File: src/core/rivu_pkg.sv
package rivu_pkg;

  // source count and vector geometry
  localparam int          NUM_IRQ      = 23;
  localparam int          PC_W         = 16;
  localparam logic [15:0] RESET_VECTOR = 16'h0000;
  localparam logic [15:0] VECTOR_STEP  = 16'h0002;
  localparam logic [15:0] PC_RESET     = 16'h0000;

  // request bit positions, lowest index wins
  localparam int IRQ_EXT0       = 0;
  localparam int IRQ_EXT7       = 7;
  localparam int IRQ_T2_MATCH   = 8;
  localparam int IRQ_T2_OVF     = 9;
  localparam int IRQ_T1_CAPTURE = 10;
  localparam int IRQ_T1_MATCH_A = 11;
  localparam int IRQ_T1_MATCH_B = 12;
  localparam int IRQ_T1_OVF     = 13;
  localparam int IRQ_T0_MATCH   = 14;
  localparam int IRQ_T0_OVF     = 15;
  localparam int IRQ_SYNC_DONE  = 16;
  localparam int IRQ_RX_DONE    = 17;
  localparam int IRQ_TX_EMPTY   = 18;
  localparam int IRQ_TX_DONE    = 19;
  localparam int IRQ_CONV_DONE  = 20;
  localparam int IRQ_NVM_READY  = 21;
  localparam int IRQ_CMP_EVENT  = 22;

  // entry sequence states
  typedef enum logic [1:0] {
    RIVU_RUN,
    RIVU_PUSH_LO,
    RIVU_PUSH_HI,
    RIVU_LOAD
  } rivu_state_t;

  // request bundle from peripherals
  typedef struct packed {
    logic [NUM_IRQ-1:0] pending;
    logic [NUM_IRQ-1:0] enable;
  } rivu_req_t;

  // stack write toward data memory
  typedef struct packed {
    logic            push;
    logic [7:0]      data;
  } rivu_push_t;

  // whole block state
  typedef struct packed {
    rivu_state_t     state;
    logic [PC_W-1:0] ret_addr;
    logic [PC_W-1:0] vector;
    logic [4:0]      src;
    logic            ack;
    logic            load;
    logic [PC_W-1:0] load_addr;
    rivu_push_t      stack;
  } rivu_regs_t;

endpackage

File: src/core/rivu_top.sv
// Behaviour
// - twenty-three interrupt sources besides reset, each with its own vector.
// - reset and every interrupt have distinct program memory entry addresses.
// - a request is taken only if its enable and the global enable are set.
// - vectors sit at the lowest program addresses and cannot be moved.
// - among several enabled pending requests the lowest vector address wins.
// - reset from pin, power-on or watchdog has top priority, vector zero.
// - external requests 0..7 vector from 0x0002 to 0x0010, two words apart.
// - timer vectors 0x0012..0x0020 in timer2, timer1, timer0 order.
// - serial vectors 0x0022..0x0028: sync done, receive, tx empty, tx done.
// - converter, nonvolatile memory ready, comparator at 0x002A..0x002E.
// - status register is neither saved on entry nor restored on return.
`timescale 1ns/10ps
module rivu_top
  import rivu_pkg::*;
(
  // clock and reset
  input  wire logic                 clk,
  input  wire logic                 rst,
  // reset causes, already in the core clock domain
  input  wire logic                 pin_reset,
  input  wire logic                 power_on_reset,
  input  wire logic                 watchdog_reset,
  // peripheral requests and their enables
  input  wire rivu_pkg::rivu_req_t  req,
  // status register global enable bit
  input  wire logic                 global_int_enable,
  // fetch logic interface
  input  wire logic                 insn_boundary,
  input  wire logic [15:0]          pc_now,
  // program counter load
  output logic                      pc_load,
  output logic [15:0]               pc_load_addr,
  // stack push of return address, low byte first
  output rivu_pkg::rivu_push_t      stack_out,
  // acknowledge to the winning source, one cycle
  output logic                      irq_ack,
  output logic [4:0]                irq_ack_src,
  // busy while the entry sequence runs
  output logic                      entry_busy,
  // winning vector shown while idle
  output logic [15:0]               vector_addr
);
  import rivu_pkg::*;

  rivu_regs_t r;
  rivu_regs_t next_r;
  logic [NUM_IRQ-1:0] taken;
  logic               any_taken;
  logic [4:0]         win;
  logic               any_reset;

  // fixed vector per source, hardwired, no relocation register
  function automatic logic [15:0] vec_of(input logic [4:0] idx);
    vec_of = 16'(RESET_VECTOR + VECTOR_STEP * (16'(idx) + 16'h0001));
  endfunction

  // gating by individual and global enable
  assign taken     = req.pending & req.enable & {NUM_IRQ{global_int_enable}};
  assign any_taken = |taken;
  assign any_reset = pin_reset | power_on_reset | watchdog_reset;

  // lowest index wins, matching lowest vector address
  always_comb begin
    win = 5'h00;
    for (int i = NUM_IRQ - 1; i >= 0; i--) begin
      if (taken[i]) begin
        win = 5'(i);
      end
    end
  end

  // entry sequence; status flags untouched, software saves them
  always_comb begin
    next_r            = r;
    next_r.ack        = 1'b0;
    next_r.load       = 1'b0;
    next_r.stack.push = 1'b0;
    unique case (r.state)
      RIVU_RUN: begin
        next_r.vector = vec_of(win);
        // no entry while a load is in flight: pc_now is still the old value then
        if (insn_boundary && any_taken && !r.load) begin
          next_r.ret_addr   = pc_now;
          next_r.src        = win;
          next_r.vector     = vec_of(win);
          next_r.ack        = 1'b1;
          next_r.stack.push = 1'b1;
          next_r.stack.data = pc_now[7:0];
          next_r.state      = RIVU_PUSH_HI;
        end
      end
      RIVU_PUSH_LO: begin
        next_r.state = RIVU_RUN;
      end
      RIVU_PUSH_HI: begin
        next_r.stack.push = 1'b1;
        next_r.stack.data = r.ret_addr[15:8];
        next_r.state      = RIVU_LOAD;
      end
      RIVU_LOAD: begin
        next_r.load      = 1'b1;
        next_r.load_addr = r.vector;
        next_r.state     = RIVU_RUN;
      end
    endcase
    // reset outranks everything and restarts at vector zero
    if (any_reset) begin
      next_r.state      = RIVU_RUN;
      next_r.ack        = 1'b0;
      next_r.stack.push = 1'b0;
      next_r.load       = 1'b1;
      next_r.load_addr  = RESET_VECTOR;
    end
  end

  // single state register
  always_ff @(posedge clk or posedge rst) begin
    if (rst) begin
      r <= '{state: RIVU_RUN, ret_addr: PC_RESET, vector: RESET_VECTOR, src: 5'h00,
             ack: 1'b0, load: 1'b0, load_addr: RESET_VECTOR,
             stack: '{push: 1'b0, data: 8'h00}};
    end else begin
      r <= next_r;
    end
  end

  // outputs straight from the state register
  assign pc_load      = r.load;
  assign pc_load_addr = r.load_addr;
  assign stack_out    = r.stack;
  assign irq_ack      = r.ack;
  assign irq_ack_src  = r.src;
  assign entry_busy   = (r.state != RIVU_RUN) || r.load; // load cycle still busy
  assign vector_addr  = r.vector;

endmodule

File: config.mk
export PLATFORM = sky130hd
export DESIGN_NAME = rivu_top
export DESIGN_NICKNAME = d
export VERILOG_FILES = /design/src/core/rivu_pkg.sv /design/src/core/rivu_top.sv
export SDC_FILE = /design/constraint.sdc
export NUM_CORES = 1
export LEC_CHECK = 0
export BUFFER_PORTS_ARGS = -buffer_cell sky130_fd_sc_hd__buf_2
export CAP_MARGIN = 0
export CORE_AREA = 8 8 80 82
export CTS_CLUSTER_DIAMETER = 200
export DETAILED_ROUTE_END_ITERATION = 12
export DIE_AREA = 0 0 88 90
export PLACE_DENSITY = 0.79
export SYNTH_ARGS = -nofsm -noshare
export SYNTH_HDL_FRONTEND = slang
export SYNTH_SLANG_ARGS = --single-unit
File: constraint.sdc
create_clock -name clk -period 2.1 [get_ports clk]
set_input_delay 0.42 -clock clk [delete_from_list [all_inputs] [get_ports clk]]
set_output_delay 0.42 -clock clk [all_outputs]
set_load 0.01 [all_outputs]
==> impl_results.md <==
* Status: complete, no violations
* Initial Util at 44.2%
* H-tree levels at 2
* Die area at 7920 µm²
* Leading area contributor after synthesis: dfrtp_1
* Chip width at 88 µm
* PD cells at 679 nW/µm²
* Crit Path Max Fanout at 10
* Hold violation total from the final report at 0
* WL per Instance at 13.7 µm
* CTS tree: yes
* WP data arrival at 2.10 ns
* Area Overhead vs Synth at 21.1%
* Routed wire length at 5.85 mm
* GRT Total Usage at 15.1%
* Pre-antenna DRT Iters at 4
* Grt total ovfl at 0
* Core region area at 5240 µm²
* Main synth FF type: dfrtp_1
* Post-synth cell types at 45
* Starting DRT DRC Count at 61
* N_diodes at 0
* DIE HEIGHT at 90 µm
* Vias in the first global route at 2236
* Port bufs at 97
* Worst-Margin Slew at 0.747 ns
* Setup violators final at 0
* Yosys reg bits at 38
* Synth top area share at 41.1%
* Pins Over Slew Limit at 0
* Final Util at 53.5%
* Area contributors post-synth: dfrtp_1, buf_4, nand2_1, a22o_1, a21oi_1
* Final Critical Period at 1.93 ns
* Total Power at 1.90 mW
* CTS buffer count at 5
* Syn avg cell area at 8.60 µm²
* Grt met3 use at 3.37%
* Worst VDD drop at 0.000244 V
* Slew margin rel. at 50.1%
* GR Layer Usage met2 at 25.0%
* Num ports at 118
* Synth Cell Area at 2310 µm²
* Gpl congestion at 0.796
* # placed instances at 419
* Routed Antenna Nets at 0
* Delay of the slowest critical-path stage at 0.40 ns
* Setup Skew at 0.00363 ns
* Critical Path End Type: flop
* GR peak layer: met2
* Post-Layout Cell Count at 427
* CP max stage cell: a222oi_1
* Async S/R FF share, synth at 100%
* Share of cells above drive strength 1 at 36.1%
* Layout Nets at 424
* CTS root buf: clkbuf_8
* Post-synth EDFFs at 0
* Req. time, crit path at 2.28 ns
* Initial antenna violation count at 0
* Clock sink count at 38
* Critical path, cell by cell: buf_2 > a222oi_1 > o21ai_1 > or2_1 > o21a_1 > a22o_1 > a21o_1
* RSZ-0062 raised after global routing: false
* Total number of vias at 2059
* Pin count of the biggest net entering global routing at 39
* Maximum clock frequency at 0.518 GHz
* Crit share post-route at 91.9%
* Worst-Skew Late Latency at 0.28 ns
* Most common cell after layout, fill and taps aside: buf_2
* Seq/Total Area, Yosys at 41.1%
* CTS clk-pin slew, worst paths at 0.07 ns
* Setup CP Type: in -> reg
* Ys Warns at 0
* Max-capacitance violation count at 0
* Hold Path Class: in -> async
* CP startpoint kind: input port
* First-pass GRT wire length at 9.75 mm
* GRT met1 Usage at 17.8%
* Row cnt at 27
* Remaining routing DRC violations at 0
* Cells after Synth at 269
* Commonest non-fill, non-tap cells in the layout: buf_2, nand2_1, dfrtp_1, conb_1, buf_4
* Detail Placement HPWL at 4.81 mm
* Number of vias per cell at 4.82
* Longest Clk Path Bufs at 2
* Leakage at 1.55 nW
[cells in the mapped netlist (3+ instances only)]
| library cell | count |
|---|---|
| nor2b_1 | 3 |
| a21oi_1 | 12 |
| nor2_1 | 6 |
| nand2_1 | 72 |
| a32o_1 | 5 |
| and2_1 | 3 |
| a22oi_1 | 4 |
| o21ai_0 | 4 |
| a21o_1 | 8 |
| o21ai_1 | 3 |
| dfrtp_1 | 38 |
| inv_1 | 3 |
| a22o_1 | 11 |
| clkbuf_1 | 6 |
| nand3_1 | 9 |
| buf_4 | 46 |
[final timing paths]
check	start	to	cells after the start	slack (ns)
max in group asynchronous	rst	stack_out[2]	3	1.55
min in group clk	pc_now[11]	r[59]	3	0.32
worst min register to register	irq_ack_src[1]	irq_ack_src[1]	2	0.47
worst max-delay path	req[43]	stack_out[0]	7	0.17
worst max register to register	r[64]	stack_out[0]	5	0.24
worst min-delay path	rst	stack_out[7]	3	0.24
[metal layers]
metal | vias to the layer above | part of all wire, %
li1 | 1031 | -
met1 | 928 | 43
met2 | 89 | 48
met3 | 11 | 7.4
met4 | 0 | 2.1
met5 | - | 0
[repair_timing]
item | in CTS | in global routing
buffers inserted | 0 | 0
hold buffers | 0 | 0
endpoints found under the setup margin | 0 | 8
gates resized for setup | 0 | 2
[worst max-delay path: cells and delay by family]
kind / cells / cell delay [ns]
buf+inv: 1 / 0.11
compound gates: 5 / 1.31
simple gates: 1 / 0.27
[cells by family (layout without fill, tap and decap cells)]
family,after synthesis,count (layout),share of synthesized area [%]
adders and majority gates,1,1,0.541
muxes,2,2,0.865
xor gates and xnor gates,1,1,0.379
AOI/OAI and AO/OA,60,60,19.2
other,1,20,0.162
buffers and inverters,59,126,17.5
DFF,38,38,41.1
and+or+nand+nor,107,107,20.3
[cell type report]
type	instances	area, µm²
clock inverters	1	5.00
flip-flops and latches	38	951
clock buffers	7	86.3
well taps	72	90.1
repair buffers	114	613
inverters	4	15.0
multi-input cells	191	1040
fillers	508	2430
[where the power goes]
group | internal (mW) | switching, mW | leakage [nW]
Sequential | 0.841 | 0.0661 | 0.489
Combinational | 0.226 | 0.263 | 1.02
Clock | 0.265 | 0.240 | 0.0482
[flip-flops by register name (all words and copies together), names as in the netlist]
name,count
pc_load,1
r,10
stack_out,9
vector_addr,6
irq_ack_src,5
irq_ack,1
pc_load_addr,6
[stage by stage]
step | cell area (µm²) | hold slack, ns | setup TNS (ns) | setup WS, ns
2_1_floorplan | 2380 | 0.447 | 0 | 0.165
3_3_place_gp | 2700 | 0.455 | -0.665 | -0.0702
3_5_place_dp | 2700 | 0.459 | -1.57 | -0.173
4_1_cts | 2790 | 0.245 | 0 | 0.111
5_1_grt | 2800 | 0.276 | 0 | 0.0661
6_report | 2800 | 0.235 | 0 | 0.170
(Power assumes the default switching activity.)
